==> src/core/sar_adc_pkg.sv <==
// Constants, register map and types of the converter sequencer
package sar_adc_pkg;
   // Timing
   localparam int CLK_NS = 100;
   localparam int STAB_NS = 4000;
   localparam int STAB_CYC = (STAB_NS + CLK_NS - 1) / CLK_NS;
   localparam int CONV_DIV = 4;
   localparam int SAMPLE_TICKS = 3;
   localparam int RES_BITS = 10;
   localparam logic [1:0] DIV_LAST = 2'(CONV_DIV - 1);
   localparam logic [1:0] SAMPLE_LAST = 2'(SAMPLE_TICKS - 1);
   localparam logic [3:0] MSB_IDX = 4'(RES_BITS - 1);
   localparam logic [5:0] STAB_LAST = 6'(STAB_CYC - 1);
   // Register offsets
   localparam logic [2:0] ADDR_CTRL = 3'h0;
   localparam logic [2:0] ADDR_RES_HIGH = 3'h1;
   localparam logic [2:0] ADDR_RES_LOW = 3'h2;
   localparam logic [2:0] ADDR_PINS = 3'h3;
   localparam logic [2:0] ADDR_IRQ_STATUS = 3'h4;
   localparam logic [2:0] ADDR_IRQ_CLEAR = 3'h5;
   localparam logic [2:0] ADDR_IRQ_ENABLE = 3'h6;
   // Field positions
   localparam int CTRL_EOC_BIT = 7;
   localparam int CTRL_ON_BIT = 5;
   localparam int LOW_GAIN_BIT = 4;
   localparam int IRQ_DONE_BIT = 0;
   localparam int IRQ_ABORT_BIT = 1;
   // Reset values
   localparam logic [2:0] CH_RST = 3'h0;
   localparam logic [7:0] BYTE_RST = 8'h00;
   localparam logic [1:0] IRQ_RST = 2'h0;
   localparam logic [9:0] CODE_RST = 10'h000;

   typedef enum {ENG_IDLE, ENG_SAMPLE, ENG_CONVERT} eng_state_t;
   typedef enum {PWR_OFF, PWR_HALTED, PWR_STAB, PWR_RUN} pwr_state_t;

   // One-hot weight of a result bit
   function automatic logic [9:0] bit_mask(input logic [3:0] idx);
      bit_mask = 10'h001 << idx;
   endfunction : bit_mask
endpackage : sar_adc_pkg

==> src/core/sar_if.sv <==
// Signals between the sequencer and its approximation engine
`timescale 1ns/1ps
interface sar_if;
   logic start;
   logic abort;
   logic tick;
   logic comp;
   logic busy;
   logic sampling;
   logic done;
   logic [9:0] code;
   logic [9:0] result;
   modport ctrl (output start, abort, tick, comp,
                 input busy, sampling, done, code, result);
   modport engine (input start, abort, tick, comp,
                   output busy, sampling, done, code, result);
endinterface : sar_if

==> src/core/sar_adc_sequencer.sv <==
// Converter sequencer: registers, power control and conversion loop
//
// Operation
// Result is ten bits: upper eight in high register, lower two in low.
// Three-bit channel select picks one of up to seven analog inputs.
// Converter-on powers converter and converts the channel continuously.
// Each completed conversion sets done flag and loads both result registers.
// Done flag clears on high result read or any control register write.
// Software for ten bits polls done, reads low, then high.
// Software for eight bits polls done, then reads high only.
// Channel change aborts conversion, clears done flag, restarts new channel.
// Input above upper reference gives all ones, no overflow flag.
// Input below lower reference gives zero in both registers.
// Gain select bit in low register routes input through x8 amplifier.
// Amplifier powers with converter-on, no extra start-up delay.
// Clearing converter-on powers down converter and stops conversions.
// Wait mode has no effect on the converter.
// Halt disables converter; a stabilisation delay follows wake-up.
// Analog pins stay readable as logic inputs.
// Completion raises no request of its own; software polls done. Here a completion raises irq when the done enable bit is set.
// Fixed-length conversion, one bit per step, registers update together.
//
// The implementer's own choices: the strobed register port and the register offsets.
`timescale 1ns/1ps
module sar_adc_sequencer (
   // Clock and reset
   input wire logic clk,
   input wire logic sys_rst,
   // Register port
   input wire logic [2:0] addr,
   input wire logic [7:0] wdata,
   input wire logic wr,
   input wire logic rd,
   output logic [7:0] rdata,
   // Low-power modes
   input wire logic wait_mode,
   input wire logic halt_mode,
   // Analog front end
   input wire logic comp_in,
   input wire logic [6:0] pin_in,
   output logic adc_power,
   output logic amp_en,
   output logic [2:0] chan_sel,
   output logic sample_hold,
   output logic [9:0] dac_code,
   // Interrupt
   output logic irq
);
   sar_if sar ();

   logic on_reg;
   logic [2:0] ch_reg;
   logic eoc_reg;
   logic gain_reg;
   logic [7:0] res_high_reg;
   logic [1:0] res_low_reg;
   logic [1:0] irq_status_reg;
   logic [1:0] irq_en_reg;
   logic irq_reg;
   logic [7:0] rdata_reg;
   sar_adc_pkg::pwr_state_t pwr_reg;
   logic [5:0] stab_reg;
   logic [1:0] div_reg;
   logic tick_reg;
   logic comp_meta;
   logic comp_sync;
   logic [6:0] pin_meta;
   logic [6:0] pin_sync;
   logic start_reg;
   logic abort_reg;
   logic adc_power_reg;
   logic amp_en_reg;
   logic wr_ctrl;
   logic rd_high;
   logic ch_change;
   logic accept;
   logic [1:0] irq_set;
   logic pwr_up;

   sar_engine engine (
      .clk(clk),
      .sys_rst(sys_rst),
      .bus(sar.engine)
   );

   assign sar.start = start_reg;
   assign sar.abort = abort_reg;
   assign sar.tick = tick_reg;
   assign sar.comp = comp_sync;

   assign rdata = rdata_reg;
   assign adc_power = adc_power_reg;
   assign amp_en = amp_en_reg;
   assign chan_sel = ch_reg;
   assign sample_hold = sar.sampling;
   assign dac_code = sar.code;
   assign irq = irq_reg;

   ////////////////////////////////////////////////////////////////////////
   // Decode

   assign wr_ctrl = wr && (addr == sar_adc_pkg::ADDR_CTRL);
   assign rd_high = rd && (addr == sar_adc_pkg::ADDR_RES_HIGH);
   assign ch_change = wr_ctrl && (wdata[2:0] != ch_reg);
   // Completion of a conversion that is being aborted is dropped
   assign accept = sar.done && !ch_change && !abort_reg;
   assign pwr_up = (pwr_reg == sar_adc_pkg::PWR_RUN) || (pwr_reg == sar_adc_pkg::PWR_STAB);
   assign irq_set[sar_adc_pkg::IRQ_DONE_BIT] = accept;
   assign irq_set[sar_adc_pkg::IRQ_ABORT_BIT] = ch_change && sar.busy;

   ////////////////////////////////////////////////////////////////////////
   // Input synchronisers

   always_ff @(posedge clk or posedge sys_rst) begin
      if (sys_rst) begin
         comp_meta <= 1'b0;
         comp_sync <= 1'b0;
         pin_meta <= 7'h00;
         pin_sync <= 7'h00;
      end else begin
         comp_meta <= comp_in;
         comp_sync <= comp_meta;
         pin_meta <= pin_in;
         pin_sync <= pin_meta;
      end
   end

   ////////////////////////////////////////////////////////////////////////
   // Software registers

   always_ff @(posedge clk or posedge sys_rst) begin
      if (sys_rst) begin
         on_reg <= 1'b0;
         ch_reg <= sar_adc_pkg::CH_RST;
         gain_reg <= 1'b0;
         irq_en_reg <= sar_adc_pkg::IRQ_RST;
      end else if (wr) begin
         if (addr == sar_adc_pkg::ADDR_CTRL) begin
            on_reg <= wdata[sar_adc_pkg::CTRL_ON_BIT];
            ch_reg <= wdata[2:0];
         end else if (addr == sar_adc_pkg::ADDR_RES_LOW) begin
            gain_reg <= wdata[sar_adc_pkg::LOW_GAIN_BIT];
         end else if (addr == sar_adc_pkg::ADDR_IRQ_ENABLE) begin
            irq_en_reg <= wdata[1:0];
         end
      end
   end

   // Done flag for polling; hardware set wins over the clear
   always_ff @(posedge clk or posedge sys_rst) begin
      if (sys_rst) begin
         eoc_reg <= 1'b0;
      end else if (accept) begin
         eoc_reg <= 1'b1;
      end else if (wr_ctrl || rd_high) begin
         eoc_reg <= 1'b0;
      end
   end

   // Both halves load in the same edge
   always_ff @(posedge clk or posedge sys_rst) begin
      if (sys_rst) begin
         res_high_reg <= sar_adc_pkg::BYTE_RST;
         res_low_reg <= 2'h0;
      end else if (accept) begin
         res_high_reg <= sar.result[9:2];
         res_low_reg <= sar.result[1:0];
      end
   end

   // Sticky event bits, write-one-to-clear, set wins
   always_ff @(posedge clk or posedge sys_rst) begin
      if (sys_rst) begin
         irq_status_reg <= sar_adc_pkg::IRQ_RST;
         irq_reg <= 1'b0;
      end else begin
         if (wr && (addr == sar_adc_pkg::ADDR_IRQ_CLEAR)) begin
            irq_status_reg <= (irq_status_reg & ~wdata[1:0]) | irq_set;
         end else begin
            irq_status_reg <= irq_status_reg | irq_set;
         end
         irq_reg <= |(irq_status_reg & irq_en_reg);
      end
   end

   // Read data stands only in the cycle after the strobe
   always_ff @(posedge clk or posedge sys_rst) begin
      if (sys_rst) begin
         rdata_reg <= sar_adc_pkg::BYTE_RST;
      end else if (!rd) begin
         rdata_reg <= sar_adc_pkg::BYTE_RST;
      end else if (addr == sar_adc_pkg::ADDR_CTRL) begin
         rdata_reg <= {eoc_reg, 1'b0, on_reg, 2'h0, ch_reg};
      end else if (addr == sar_adc_pkg::ADDR_RES_HIGH) begin
         rdata_reg <= res_high_reg;
      end else if (addr == sar_adc_pkg::ADDR_RES_LOW) begin
         rdata_reg <= {3'h0, gain_reg, 2'h0, res_low_reg};
      end else if (addr == sar_adc_pkg::ADDR_PINS) begin
         rdata_reg <= {1'b0, pin_sync};
      end else if (addr == sar_adc_pkg::ADDR_IRQ_STATUS) begin
         rdata_reg <= {6'h00, irq_status_reg};
      end else if (addr == sar_adc_pkg::ADDR_IRQ_ENABLE) begin
         rdata_reg <= {6'h00, irq_en_reg};
      end else begin
         rdata_reg <= sar_adc_pkg::BYTE_RST;
      end
   end

   ////////////////////////////////////////////////////////////////////////
   // Power sequencing; wait mode is deliberately not an input here

   always_ff @(posedge clk or posedge sys_rst) begin
      if (sys_rst) begin
         pwr_reg <= sar_adc_pkg::PWR_OFF;
         stab_reg <= 6'h00;
      end else begin
         case (pwr_reg)
            sar_adc_pkg::PWR_OFF: begin
               if (on_reg && halt_mode) begin
                  pwr_reg <= sar_adc_pkg::PWR_HALTED;
               end else if (on_reg) begin
                  pwr_reg <= sar_adc_pkg::PWR_RUN;
               end
            end
            sar_adc_pkg::PWR_HALTED: begin
               stab_reg <= 6'h00;
               if (!halt_mode) begin
                  pwr_reg <= on_reg ? sar_adc_pkg::PWR_STAB : sar_adc_pkg::PWR_OFF;
               end
            end
            sar_adc_pkg::PWR_STAB: begin
               if (!on_reg) begin
                  pwr_reg <= sar_adc_pkg::PWR_OFF;
               end else if (halt_mode) begin
                  pwr_reg <= sar_adc_pkg::PWR_HALTED;
               end else if (stab_reg == sar_adc_pkg::STAB_LAST) begin
                  pwr_reg <= sar_adc_pkg::PWR_RUN;
               end else begin
                  stab_reg <= stab_reg + 6'h01;
               end
            end
            sar_adc_pkg::PWR_RUN: begin
               if (!on_reg) begin
                  pwr_reg <= sar_adc_pkg::PWR_OFF;
               end else if (halt_mode) begin
                  pwr_reg <= sar_adc_pkg::PWR_HALTED;
               end
            end
            default: pwr_reg <= sar_adc_pkg::PWR_OFF;
         endcase
      end
   end

   // Amplifier shares the converter supply enable
   always_ff @(posedge clk or posedge sys_rst) begin
      if (sys_rst) begin
         adc_power_reg <= 1'b0;
         amp_en_reg <= 1'b0;
      end else begin
         adc_power_reg <= pwr_up;
         amp_en_reg <= pwr_up && gain_reg;
      end
   end

   ////////////////////////////////////////////////////////////////////////
   // Converter tick and conversion loop

   always_ff @(posedge clk or posedge sys_rst) begin
      if (sys_rst) begin
         div_reg <= 2'h0;
         tick_reg <= 1'b0;
      end else begin
         div_reg <= (div_reg == sar_adc_pkg::DIV_LAST) ? 2'h0 : div_reg + 2'h1;
         tick_reg <= (div_reg == sar_adc_pkg::DIV_LAST);
      end
   end

   // Restart as soon as the engine goes idle while running
   always_ff @(posedge clk or posedge sys_rst) begin
      if (sys_rst) begin
         start_reg <= 1'b0;
         abort_reg <= 1'b0;
      end else begin
         start_reg <= (pwr_reg == sar_adc_pkg::PWR_RUN) && !sar.busy && !start_reg
                      && !ch_change;
         abort_reg <= ch_change || (pwr_reg != sar_adc_pkg::PWR_RUN);
      end
   end
endmodule : sar_adc_sequencer

==> src/core/sar_engine.sv <==
// Successive approximation engine, one result bit per converter tick
`timescale 1ns/1ps
module sar_engine (
   // Clock and reset
   input wire logic clk,
   input wire logic sys_rst,
   // Sequencer side
   sar_if.engine bus
);
   sar_adc_pkg::eng_state_t state_reg;
   logic [1:0] cnt_reg;
   logic [3:0] idx_reg;
   logic [9:0] code_reg;
   logic [9:0] kept;
   logic done_reg;
   logic [9:0] result_reg;

   assign bus.busy = (state_reg != sar_adc_pkg::ENG_IDLE);
   assign bus.sampling = (state_reg == sar_adc_pkg::ENG_SAMPLE);
   assign bus.code = code_reg;
   assign bus.done = done_reg;
   assign bus.result = result_reg;

   // Trial bit stays only while input is at or above it
   // Input above range keeps every bit, below range drops all
   assign kept = bus.comp ? code_reg : (code_reg & ~sar_adc_pkg::bit_mask(idx_reg));

   always_ff @(posedge clk or posedge sys_rst) begin
      if (sys_rst) begin
         state_reg <= sar_adc_pkg::ENG_IDLE;
         cnt_reg <= 2'h0;
         idx_reg <= 4'h0;
         code_reg <= sar_adc_pkg::CODE_RST;
         done_reg <= 1'b0;
         result_reg <= sar_adc_pkg::CODE_RST;
      end else begin
         done_reg <= 1'b0;
         if (bus.abort) begin
            state_reg <= sar_adc_pkg::ENG_IDLE;
            code_reg <= sar_adc_pkg::CODE_RST;
         end else begin
            case (state_reg)
               sar_adc_pkg::ENG_IDLE: begin
                  if (bus.start) begin
                     state_reg <= sar_adc_pkg::ENG_SAMPLE;
                     cnt_reg <= 2'h0;
                  end
               end
               sar_adc_pkg::ENG_SAMPLE: begin
                  if (bus.tick) begin
                     if (cnt_reg == sar_adc_pkg::SAMPLE_LAST) begin
                        state_reg <= sar_adc_pkg::ENG_CONVERT;
                        idx_reg <= sar_adc_pkg::MSB_IDX;
                        code_reg <= sar_adc_pkg::bit_mask(sar_adc_pkg::MSB_IDX);
                     end else begin
                        cnt_reg <= cnt_reg + 2'h1;
                     end
                  end
               end
               sar_adc_pkg::ENG_CONVERT: begin
                  if (bus.tick) begin
                     if (idx_reg == 4'h0) begin
                        result_reg <= kept;
                        done_reg <= 1'b1;
                        code_reg <= sar_adc_pkg::CODE_RST;
                        state_reg <= sar_adc_pkg::ENG_IDLE;
                     end else begin
                        code_reg <= kept | sar_adc_pkg::bit_mask(idx_reg - 4'h1);
                        idx_reg <= idx_reg - 4'h1;
                     end
                  end
               end
               default: state_reg <= sar_adc_pkg::ENG_IDLE;
            endcase
         end
      end
   end
endmodule : sar_engine

==> config.mk <==
export PLATFORM = sky130hd
export DESIGN_NAME = sar_adc_sequencer
export DESIGN_NICKNAME = d
export VERILOG_FILES = /design/src/core/sar_adc_pkg.sv /design/src/core/sar_if.sv /design/src/core/sar_adc_sequencer.sv /design/src/core/sar_engine.sv
export SDC_FILE = /design/constraint.sdc
export NUM_CORES = 1
export LEC_CHECK = 0
export BUFFER_PORTS_ARGS = -buffer_cell sky130_fd_sc_hd__buf_2
export CAP_MARGIN = 0
export CORE_MARGIN = 4
export CORE_UTILIZATION = 55
export CTS_BUF_LIST = sky130_fd_sc_hd__clkbuf_8
export DETAILED_ROUTE_END_ITERATION = 16
export MAX_ROUTING_LAYER = met4
export PLACE_DENSITY = 0.84
export SLEW_MARGIN = 40
export SYNTH_ARGS = -nofsm -noshare
export SYNTH_HDL_FRONTEND = slang
export SYNTH_SLANG_ARGS = --single-unit
export TNS_END_PERCENT = 30
==> constraint.sdc <==
create_clock -name clk -period 2.5 [get_ports clk]
set_input_delay 0 -clock clk [delete_from_list [all_inputs] [get_ports clk]]
set_output_delay 0 -clock clk [all_outputs]
set_load 0.05 [all_outputs]
# [Word level (Yosys, flattened, before mapping)]
# Cells that the tools add are included.
[classes] n_addsub=4 eq_ne=37 shift=2 mux=52 bitwise=11 n_reduce_logical=40
[op_table] op="32-bit two-way mux" n=14
[op_table] op="32-bit by 2-bit equality test with 1-bit output, second input constant" n=4
[op_table] op="32-bit case mux with 4 select lines" n=1
[op_table] op="32-bit case mux with 3 select lines" n=1
[op_table] op="32-bit by 1-bit equality test with 1-bit output, second input constant" n=2
[op_table] op="32-bit by 3-bit equality test with 1-bit output, second input constant" n=2
[op_table] op="32-bit logical NOT" n=2
[op_table] op="10-bit two-way mux" n=6
[op_table] op="32-bit by 3-bit inequality test with 1-bit output, second input constant" n=1
[op_table] op="32-bit nonzero test" n=1
[op_table] op="8-bit two-way mux" n=3
[op_table] op="10-bit case mux with 2 select lines" n=1
[op_table] op="4-bit AND reduction" n=5
[op_table] op="1-bit by 4-bit left shift with 10-bit output, first input constant" n=2
[op_table] op="6-bit two-way mux" n=3
[op_table] op="2-bit inequality test, second input constant" n=9
[op_table] op="2-bit two-way mux" n=8
[op_table] op="4-bit two-way mux" n=4
[op_table] op="3-bit inequality test, second input constant" n=5
[op_table] op="7-bit two-way mux" n=2
[op_table] op="1-bit logical AND" n=12
[op_table] op="6-bit case mux with 2 select lines" n=1
[op_table] op="10-bit AND" n=1
[op_table] op="10-bit inverter" n=1
[op_table] op="other kinds (31)" n=55
[totals] regBits=149 input_bits=25 out_inout_bits=25 wordCells=174

# [Depth between registers and ports, before layout]
# Gate-level depths: netlist of the first run.
[depth] word_depth=9 ltp_mapped=8 depth_no_buf=6

# [Cells and area by module]
# A second synthesis of the first run with hierarchy kept.
[hier_totals] cells_unflattened=384 area_unflattened_um2=4146.5
[modules_own_cells] mod="sar_adc_sequencer" instances=1 cells_per_inst=207 area_each_um2=2488.6 seq_area_each_um2=1501.4
[modules_own_cells] mod="sar_engine" instances=1 cells_per_inst=177 area_each_um2=1657.8 seq_area_each_um2=725.7

# [Least setup slack after synthesis of the first run]
# No wires, ideal clock.
[synth_timing] path_type="register -> register" startpoint="register engine.idx_reg[0]" endpoint="register engine.result_reg[4] (netlist: engine.bus.result[4])" setup_ps=125 t_arrival_ps=1670 t_required_ps=2375 path_slack_ps=705 path_stages_with_launch=7 path_buffers=1 synth_period_minus_slack_ps=1795 path_cell_list="dfrtp_1 -> inv_1 -> ha_1 -> nor3b_2 -> nand4b_2 -> buf_6 -> mux2_4"
[synth_between] elab_chain_len=4 word_cells_on_any_way=6 classes_between="1 x shift; 1 x mux; 2 x bitwise; 2 x reduce/logical"
[synth_lines] element="start: declaration" line="sar_engine.sv:12" source="logic [3:0] idx_reg;"
[synth_lines] element="start signal: assignment" line="sar_engine.sv:53" source="idx_reg <= sar_adc_pkg::MSB_IDX;"
[synth_lines] element="start signal: assignment" line="sar_engine.sv:69" source="idx_reg <= idx_reg - 4'h1;"
[synth_lines] element="1-bit by 4-bit left shift with 10-bit output" line="sar_adc_pkg.sv:39" source="bit_mask = 10'h001 << idx;"
[synth_lines] element="10-bit inverter" line="sar_engine.sv:26" source="assign kept = bus.comp ? code_reg : (code_reg & ~sar_adc_pkg::bit_mask(idx_reg));"
[synth_lines] element="10-bit AND" line="sar_engine.sv:26"
[synth_lines] element="10-bit two-way mux" line="sar_engine.sv:26"
[synth_lines] element="end signal: assignment" line="sar_engine.sv:35" source="result_reg <= sar_adc_pkg::CODE_RST;"
[synth_lines] element="end signal: assignment" line="sar_engine.sv:63" source="result_reg <= kept;"
[synth_lines] element="end: declaration" line="sar_engine.sv:16" source="logic [9:0] result_reg;"
# Parallel ways exist; a longest one is shown, timed or not.
# A chain may end at the register's enable or synchronous reset.

# [Final worst setup path of the first run]
[layout_timing] startpoint="register engine.idx_reg[0]" endpoint="register engine.code_reg[2] (netlist: engine.bus.code[2])"
[layout_between] elab_chain_len=9 word_cells_on_any_way=12 classes_between="1 x add/sub; 2 x shift; 5 x mux; 3 x bitwise; 1 x reduce/logical"
[layout_lines] element="branches (longest 5 deep; another with 4-bit by 1-bit subtractor with 4-bit output)"
[layout_lines] element="10-bit two-way mux (*)" line="sar_engine.sv:62" source="if (idx_reg == 4'h0) begin"
[layout_lines] element="10-bit two-way mux (*)" line="sar_engine.sv:61" source="if (bus.tick) begin"
[layout_lines] element="10-bit case mux with 2 select lines (*)" line="sar_engine.sv:42" source="case (state_reg)"
[layout_lines] element="10-bit two-way mux (*)" line="sar_engine.sv:38" source="if (bus.abort) begin"
[layout_lines] element="end signal: assignment" line="sar_engine.sv:40" source="code_reg <= sar_adc_pkg::CODE_RST;"
[layout_lines] element="end signal: assignment" line="sar_engine.sv:65" source="code_reg <= sar_adc_pkg::CODE_RST;"
[layout_lines] element="end signal: assignment" line="sar_engine.sv:68" source="code_reg <= kept | sar_adc_pkg::bit_mask(idx_reg - 4'h1);"
[layout_lines] element="end: declaration" line="sar_engine.sv:13" source="logic [9:0] code_reg;"
# Mark *: on every way between the ends. The select of a mux whose other input is x is not followed.

==> flow_summary.ini, run 1 <==
[outcome]
outcome = finished, final reports clean

[placed_design]
pre_cts_slack_ps = 342
hpwl_um = 5170
gp_congestion = 0.888
portBuffers = 45

[clock_network]
clk_pin_slew_worst_paths_ps = 80
cts_tree = built
cts.repair.resized = 0
cts_htree_levels = 3
root_buffer = clkbuf_8
cts_made_buffers = 9
postCtsSetupRepairBufs = 0
clock_latency_ps = 340
cts.path.max_buffers = 2
cts_sinks = 89

[synth]
synthCells = 325
synth_area_um2 = 3940
synth-seq-cells = 89
synth_edf_count = 0
ys_warn_count = 0
synthArstFlopShare = 1.00
synth.avg_cell_area_um2 = 12.1
ys.flop_type = dfrtp_1
ys_seq_area_frac = 0.565
yosys.cell_types.count = 63
synth_nets = 358

[detailed_routing]
antenna_left = 0
drtPass1Iterations = 4
drc_errors = 0
wl_per_cell_um = 15.3
detail_route.iter0.violations = 72
vias = 2638
viasPerCell = 5.42
wirelength_um = 7460

[sta]
hold_violations = 0
fmax_ghz = 0.458
skew_ps = 7.53
fin_crit_ps = 2180
rsz0062_at_grt = no
setup_viol = 0
worst_slew_pin_slew_ps = 641
slew_headroom = 0.572
drv_slew = 0
timing.final.crit_share = 0.873
layout_setup_ws_ps = 317
finalSetupTns_ps = 0

[cells_and_area]
syn2layout_area_growth_pct = 16.6
antenna_cells = 0
final_common_cell = dfrtp_1
drive_above_1_share = 0.251
fin_nets = 419
final_cell_mix = dfrtp_1, buf_2, nand2_1

[global_route]
grt_overflow = 0
grt.total_usage = 0.193
grt_start_max_net_pins = 53
first_global_vias = 2665
antenna_found_initial = 0
grt_pass1_wl_um = 12700

[run]
maxCapViolCount = 0

[floorplanning]
core-area_um2 = 6870
die_h_um = 92.7
io_pins = 50
num_rows = 30
dieArea_um2 = 8580
start_util = 0.574
die_width_um = 92.7

[pwr]
vdd_ir_drop_max_v = 0.000435
p_per_area_nw_per_um2 = 630
power_frac_clock = 0.313
seqPwrFrac = 0.550
p_leak_uw = 0.00224
intPower_uw = 2100
p_sw_uw = 794
switching_share = 0.274
comb_power_share = 0.137

[critical_path]
cp_slowest_stage_delay_ps = 500
cpMostUsedCell = nor3b_2
worst_setup_path_end_kind = flip-flop
startpoint_type = flip-flop
critPathRequiredTime_ps = 2730
crit_slowest_cell = or2_1
cp_data_arrival_time_ps = 2410
path_class = reg -> reg
path_max_fanout = 16
path_cells = inv_1 > ha_1 > nor3b_2 > or2_1 > nor3b_2 > a22o_1

[min_path]
worstHoldPathType = in -> reg
==> timing repair <==
| item | CTS | global route |
|---|---|---|
| hold buffers | 17 | 0 |
| endpoints found under the setup margin | 0 | 0 |
| hold endpoints to repair | 63 | 0 |
==> layer usage <==
| layer | part of all wire | global-route usage |
|---|---|---|
| met3 | 0.044 | 0.0471 |
| met4 | 0.011 | 0.0611 |
| met2 | 0.49 | 0.308 |
| met1 | 0.45 | 0.246 |
| met5 | 0 | - |
==> logic make-up (layout without fill, tap and decap cells) <==
logic type      count (synthesis)  in the layout  synth area share
compound gates                 71             71             0.130
xor+xnor                        5              5            0.0111
fa+ha+maj                       8              8            0.0254
buf+inv                        27             93            0.0333
flops                          89             89             0.565
mux                            31             31            0.0949
simple gates                   94             94             0.140
==> cell usage after synthesis, types with 3 or more instances <==
| cell | number | area share |
|---|---|---|
| a21o_1 | 4 | 0.0076 |
| a21oi_1 | 7 | 0.0089 |
| a22o_1 | 13 | 0.029 |
| a31oi_1 | 3 | 0.0048 |
| and2_1 | 8 | 0.013 |
| buf_2 | 6 | 0.0076 |
| clkbuf_1 | 4 | 0.0038 |
| dfrtp_1 | 89 | 0.57 |
| ha_1 | 8 | 0.025 |
| inv_1 | 13 | 0.012 |
| mux2_2 | 15 | 0.043 |
| mux2_4 | 9 | 0.034 |
| mux2i_1 | 7 | 0.018 |
| nand2_1 | 22 | 0.021 |
| nand2b_1 | 6 | 0.0095 |
| nand3_1 | 4 | 0.0051 |
| nand3b_1 | 3 | 0.0057 |
| nor2_1 | 20 | 0.019 |
| nor3_1 | 3 | 0.0038 |
| nor3b_1 | 3 | 0.0057 |
| nor4_1 | 3 | 0.0048 |
| o211ai_1 | 3 | 0.0057 |
| o21ai_0 | 9 | 0.011 |
| o21ai_1 | 5 | 0.0063 |
| o22ai_1 | 5 | 0.0079 |
| xnor2_1 | 4 | 0.0089 |
==> metrics by stage <==
step / hold WS (ps) / instance area [µm²] / utilization / std cells / total power [µW]
final: 114 / 4590 / 0.669 / 487 / 2900
after detailed placement: 110 / 4230 / 0.616 / 454 / 2000
after global placement: 101 / 4230 / 0.616 / 454 / 1980
after global routing: 108 / 4590 / 0.669 / 487 / 3040
after floorplan: 31.4 / 3940 / - / 325 / 1890
after CTS: 84.5 / 4590 / 0.669 / 487 / 2930
==> worst max-delay path, delay by kind of cell (launching register included) <==
family	cells	cell delay, ps
buffers and inverters	1	140
AO/OA/AOI/OAI	1	260
adder cells (fa/ha/maj)	1	250
AND/OR/NAND/NOR	3	960
flip-flops	1	450
==> area by class of cell <==
cell class / count / area (µm²)
inverter: 13 / 50.0
clock buffer: 12 / 165
clock inverter: 4 / 26.3
fill: 504 / 2270
timing repair buffer: 64 / 423
multi-input combinational: 209 / 1580
tap: 96 / 120
sequential: 89 / 2230
==> power groups by stage <==
stage	Clock, µW	Combinational [µW]	Sequential (µW)
finish	907	396	1590
global route	997	440	1610
CTS	942	398	1590
detailed placement	0	377	1620
global placement	0	362	1620
floorplan	0	230	1660
==> path summary, 6_finish.rpt <==
kind | depth (start not counted) | to | slack [ps] | startpoint
worst min register to register | 0 | pin_sync[6] | 350 | pin_meta[6]
worst max-delay path | 6 | engine.bus.code[2] | 320 | engine.idx_reg[0]
min in group asynchronous | 3 | sar.start | 270 | sys_rst
worst max register to register | 6 | engine.bus.code[2] | 320 | engine.idx_reg[0]
worst min-delay path | 2 | rdata[7] | 110 | addr[1]
max in group asynchronous | 4 | pin_meta[1] | 1560 | sys_rst
(Power assumes the default switching activity.)
==> run 2: changes to the inputs <==
--- a/config.mk
+++ b/config.mk
@@ -8,11 +8,12 @@
 export BUFFER_PORTS_ARGS = -buffer_cell sky130_fd_sc_hd__buf_2
 export CAP_MARGIN = 0
 export CORE_MARGIN = 4
-export CORE_UTILIZATION = 55
+export CORE_UTILIZATION = 40
 export CTS_BUF_LIST = sky130_fd_sc_hd__clkbuf_8
 export DETAILED_ROUTE_END_ITERATION = 16
 export MAX_ROUTING_LAYER = met4
-export PLACE_DENSITY = 0.84
+export PLACE_DENSITY = 0.67
+export REMOVE_ABC_BUFFERS = 1
 export SLEW_MARGIN = 40
 export SYNTH_ARGS = -nofsm -noshare
 export SYNTH_HDL_FRONTEND = slang
==> flow_summary.ini, run 2 (synthesized netlist as in run 1, its figures left out) <==
[global_route]
first_global_vias = 2546
grt_overflow = 0
grt_pass1_wl_um = 12600
grt.total_usage = 0.143
grt_start_max_net_pins = 49
antenna_found_initial = 0

[pwr]
p_sw_uw = 821
power_frac_clock = 0.315
switching_share = 0.283
comb_power_share = 0.135
p_leak_uw = 0.00224
seqPwrFrac = 0.550
power_uw = 2900
vdd_ir_drop_max_v = 0.000225
p_per_area_nw_per_um2 = 625
intPower_uw = 2080

[cells_and_area]
final_area_um2 = 4640
drive_above_1_share = 0.253
final_cell_mix = dfrtp_1, buf_2, nand2_1
num-fill-cells = 833
antenna_cells = 0
final_common_cell = dfrtp_1
fin_util = 0.493
syn2layout_area_growth_pct = 17.8
fin_nets = 420

[detailed_routing]
drc_errors = 0
wl_per_cell_um = 14.4
drtPass1Iterations = 4
vias = 2592
viasPerCell = 4.98
antenna_left = 0
detail_route.iter0.violations = 112
wirelength_um = 7510

[floorplanning]
num_rows = 35
dieArea_um2 = 11500
core-area_um2 = 9420
start_util = 0.419
die_width_um = 107
io_pins = 50
die_h_um = 107

[placed_design]
hpwl_um = 5360
portBuffers = 45
place_area_um2 = 4280
gp_congestion = 0.869

[sta]
worst_slew_pin_slew_ps = 725
skew_ps = 7.20
fin_crit_ps = 2250
finalSetupTns_ps = 0
slew_headroom = 0.516
drv_slew = 0
fmax_ghz = 0.445
setup_viol = 0
rsz0062_at_grt = no
timing.final.crit_share = 0.899
hold_violations = 0

[min_path]
worstHoldPathType = in -> reg

[critical_path]
critPathRequiredTime_ps = 2740
worst_setup_path_end_kind = flip-flop
path_class = reg -> reg
cp_data_arrival_time_ps = 2490
startpoint_type = flip-flop
path_max_fanout = 16

[clock_network]
cts.repair.resized = 0
clock_latency_ps = 350
cts.path.max_buffers = 2
cts_tree = built
cts_htree_levels = 3
clk_pin_slew_worst_paths_ps = 90
cts_hold_buffers = 17
cts_sinks = 89
root_buffer = clkbuf_8
postCtsSetupRepairBufs = 0
cts_made_buffers = 9

[outcome]
outcome = finished, final reports clean

[run]
maxCapViolCount = 0
## run 2: cell types whose count changed in the layout (fill, tap and decap cells not counted)
cell	change
buf_4	+1
clkinv_4	+1
inv_6	+1
clkinv_2	-1
clkbuf_8	-1
## run 2: power by group through the flow
stage               registers [µW]  logic [µW]  clock network (µW)
finish                        1600         392                 916
global route                  1610         430                1010
CTS                           1600         395                 952
detailed placement            1620         374                   0
global placement              1620         365                   0
floorplan                     1680         197                   0
## run 2: worst paths after layout
| kind | startpoint | end | slack [ps] | cells after the start |
|---|---|---|---|---|
| max | engine.idx_reg[0] | engine.bus.code[4] | 250 | 6 |
| max reg2reg | engine.idx_reg[0] | engine.bus.code[4] | 250 | 6 |
| min in group asynchronous | sys_rst | irq_en_reg[1] | 280 | 3 |
| min reg2reg | pin_meta[3] | pin_sync[3] | 350 | 0 |
| min | addr[0] | rdata[6] | 90 | 3 |
| max in group asynchronous | sys_rst | engine.bus.code[7] | 1550 | 4 |
## run 2: critical path, stage by stage, from the launching register on
cell     delay [ps]
dfrtp_1         450
inv_1           140
ha_1            270
nor3b_2         340
or2_1           500
o21ai_0         210
a22o_1          220
## run 2: layout make-up
| cell class | count | area, µm² | share of cell area |
|---|---|---|---|
| inverters | 13 | 50.0 | 0.0108 |
| well taps | 129 | 161 | 0.0348 |
| flip-flops and latches | 89 | 2230 | 0.480 |
| clock buffers | 11 | 151 | 0.0326 |
| clock inverters | 5 | 38.8 | 0.00836 |
| multi-input cells | 209 | 1580 | 0.341 |
| repair buffers | 65 | 430 | 0.0927 |
## run 2: per-stage QoR
stage	hold slack (ps)	setup WS (ps)	instances
6_report	88.6	252	521
3_5_place_dp	109	302	488
3_3_place_gp	108	393	488
2_1_floorplan	31.4	193	311
4_1_cts	72.6	278	521
5_1_grt	95.9	96.7	521
## run 2: routing by layer
metal	vias up	routed length (µm)	GRT usage	part of all wire
li1	1294	-	-	-
met4	0	56	0.0365	0.0075
met1	1232	3560	0.185	0.47
met3	6	432	0.0456	0.058
met5	-	0	-	0
met2	60	3460	0.221	0.46
==> run 3: changes to the inputs <==
--- a/config.mk
+++ b/config.mk
@@ -9,7 +9,7 @@
 export CAP_MARGIN = 0
 export CORE_MARGIN = 4
 export CORE_UTILIZATION = 40
-export CTS_BUF_LIST = sky130_fd_sc_hd__clkbuf_8
+export CTS_BUF_LIST = sky130_fd_sc_hd__clkbuf_4
 export DETAILED_ROUTE_END_ITERATION = 16
 export MAX_ROUTING_LAYER = met4
 export PLACE_DENSITY = 0.67
==> flow_summary.ini, run 3 (synthesized netlist as in run 1, its figures left out) <==
[outcome]
outcome = finished, final reports clean

[sta]
skew_ps = 14.6
whs_ps = 73.6
setup_viol = 0
slew_headroom = 0.510
drv_slew = 0
fin_crit_ps = 2250
worst_slew_pin_slew_ps = 733
fmax_ghz = 0.444
finalSetupTns_ps = 0
rsz0062_at_grt = no
timing.final.crit_share = 0.900
hold_violations = 0

[placed_design]
gp_congestion = 0.869
portBuffers = 45
place_area_um2 = 4280
hpwl_um = 5360

[critical_path]
worst_setup_path_end_kind = flip-flop
startpoint_type = flip-flop
path_cells = inv_1 > ha_1 > nor3b_2 > or2_1 > o21ai_0 > a22o_1
cp_data_arrival_time_ps = 2570
critical_path_buf_inv_count = 1
cp_top_family = simple AND/OR/NAND/NOR gates
critPathRequiredTime_ps = 2820
cp_slowest_stage_delay_ps = 510
path_class = reg -> reg
crit_slowest_cell = or2_1
path_max_fanout = 16

[cells_and_area]
final_cell_mix = dfrtp_1, buf_2, nand2_1
final_area_um2 = 4600
fin_nets = 423
antenna_cells = 0
seqCellArea_um2 = 2230
num-fill-cells = 839
drive_above_1_share = 0.246
multiInputGateArea_um2 = 1580
syn2layout_area_growth_pct = 16.6
fin_util = 0.488
final_common_cell = dfrtp_1

[clock_network]
cts_sinks = 89
cts.repair.resized = 0
cts_tree = built
clk_pin_slew_worst_paths_ps = 140
cts_htree_levels = 3
cts_made_buffers = 9
clock_latency_ps = 440
cts.path.max_buffers = 2
root_buffer = clkbuf_4

[min_path]
worstHoldPathType = in -> reg

[run]
maxCapViolCount = 0

[floorplanning]
die_width_um = 107
start_util = 0.419
die_h_um = 107
io_pins = 50
num_rows = 35
dieArea_um2 = 11500
core-area_um2 = 9420

[pwr]
p_per_area_nw_per_um2 = 581
p_leak_uw = 0.00222
vdd_ir_drop_max_v = 0.000222
power_uw = 2670

[detailed_routing]
drtPass1Iterations = 4
vias = 2638
antenna_left = 0
drc_errors = 0
detail_route.iter0.violations = 144
wl_per_cell_um = 14.4
wirelength_um = 7570
viasPerCell = 5.03

[global_route]
grt_start_max_net_pins = 49
grt.total_usage = 0.145
grt_overflow = 0
antenna_found_initial = 0
first_global_vias = 2574
grt_pass1_wl_um = 12800
[run 3: changes by cell type in the layout (fill, tap and decap cells not counted)]
cell           previous run  this run
clkbuf_4                  0         9
clkbuf_8                 11         0
clkinv_1                  0         2
dlygate4sd3_1            17        20
[run 3: final cells by class]
cell class | instances | area share
Clock buffer | 9 | 0.0147
Sequential cell | 89 | 0.485
Multi-Input combinational cell | 209 | 0.344
Timing Repair Buffer | 68 | 0.100
Clock inverter | 7 | 0.0101
Inverter | 13 | 0.0109
Tap cell | 129 | 0.0351
[run 3: repair_timing]
action	4_1_cts	5_1_grt
setup buffers	0	0
hold buffers	20	0
endpoints found under the hold margin	69	0
endpoints found under the setup margin	0	0
[run 3: tightest hold or removal path, stage by stage]
cell      delay (ps)
buf_2            110
nor2b_4          130
a21oi_1          110
o31ai_1           70
nand2b_1          60
[run 3: through the flow]
step	setup slack, ps	cells
final	249	524
after detailed placement	302	488
after floorplan	193	311
after global routing	90.2	524
after CTS	267	524
after global placement	393	488
[run 3: final timing paths]
check | slack, ps | cells after the start | to | startpoint
worst min-delay path | 70 | 5 | eoc_reg | wr
worst max-delay path | 250 | 6 | engine.bus.code[4] | engine.idx_reg[0]
max in group asynchronous | 1630 | 4 | engine.bus.code[7] | sys_rst
worst max register to register | 250 | 6 | engine.bus.code[4] | engine.idx_reg[0]
worst min register to register | 350 | 0 | pin_sync[3] | pin_meta[3]
min in group asynchronous | 190 | 3 | pwr_reg[0] | sys_rst
[run 3: report_power, final]
part | switching (µW) | total [µW] | internal (µW)
registers | 84.9 | 1600 | 1510
clock network | 478 | 681 | 203
logic | 241 | 394 | 153
total | 804 | 2670 | 1870
[run 3: metal layers]
metal	up-vias	wire length (µm)	track usage
li1	1307	-	-
met1	1263	3620	0.188
met3	8	392	0.0468
met5	-	0	-
met4	0	62	0.0393
met2	60	3500	0.220
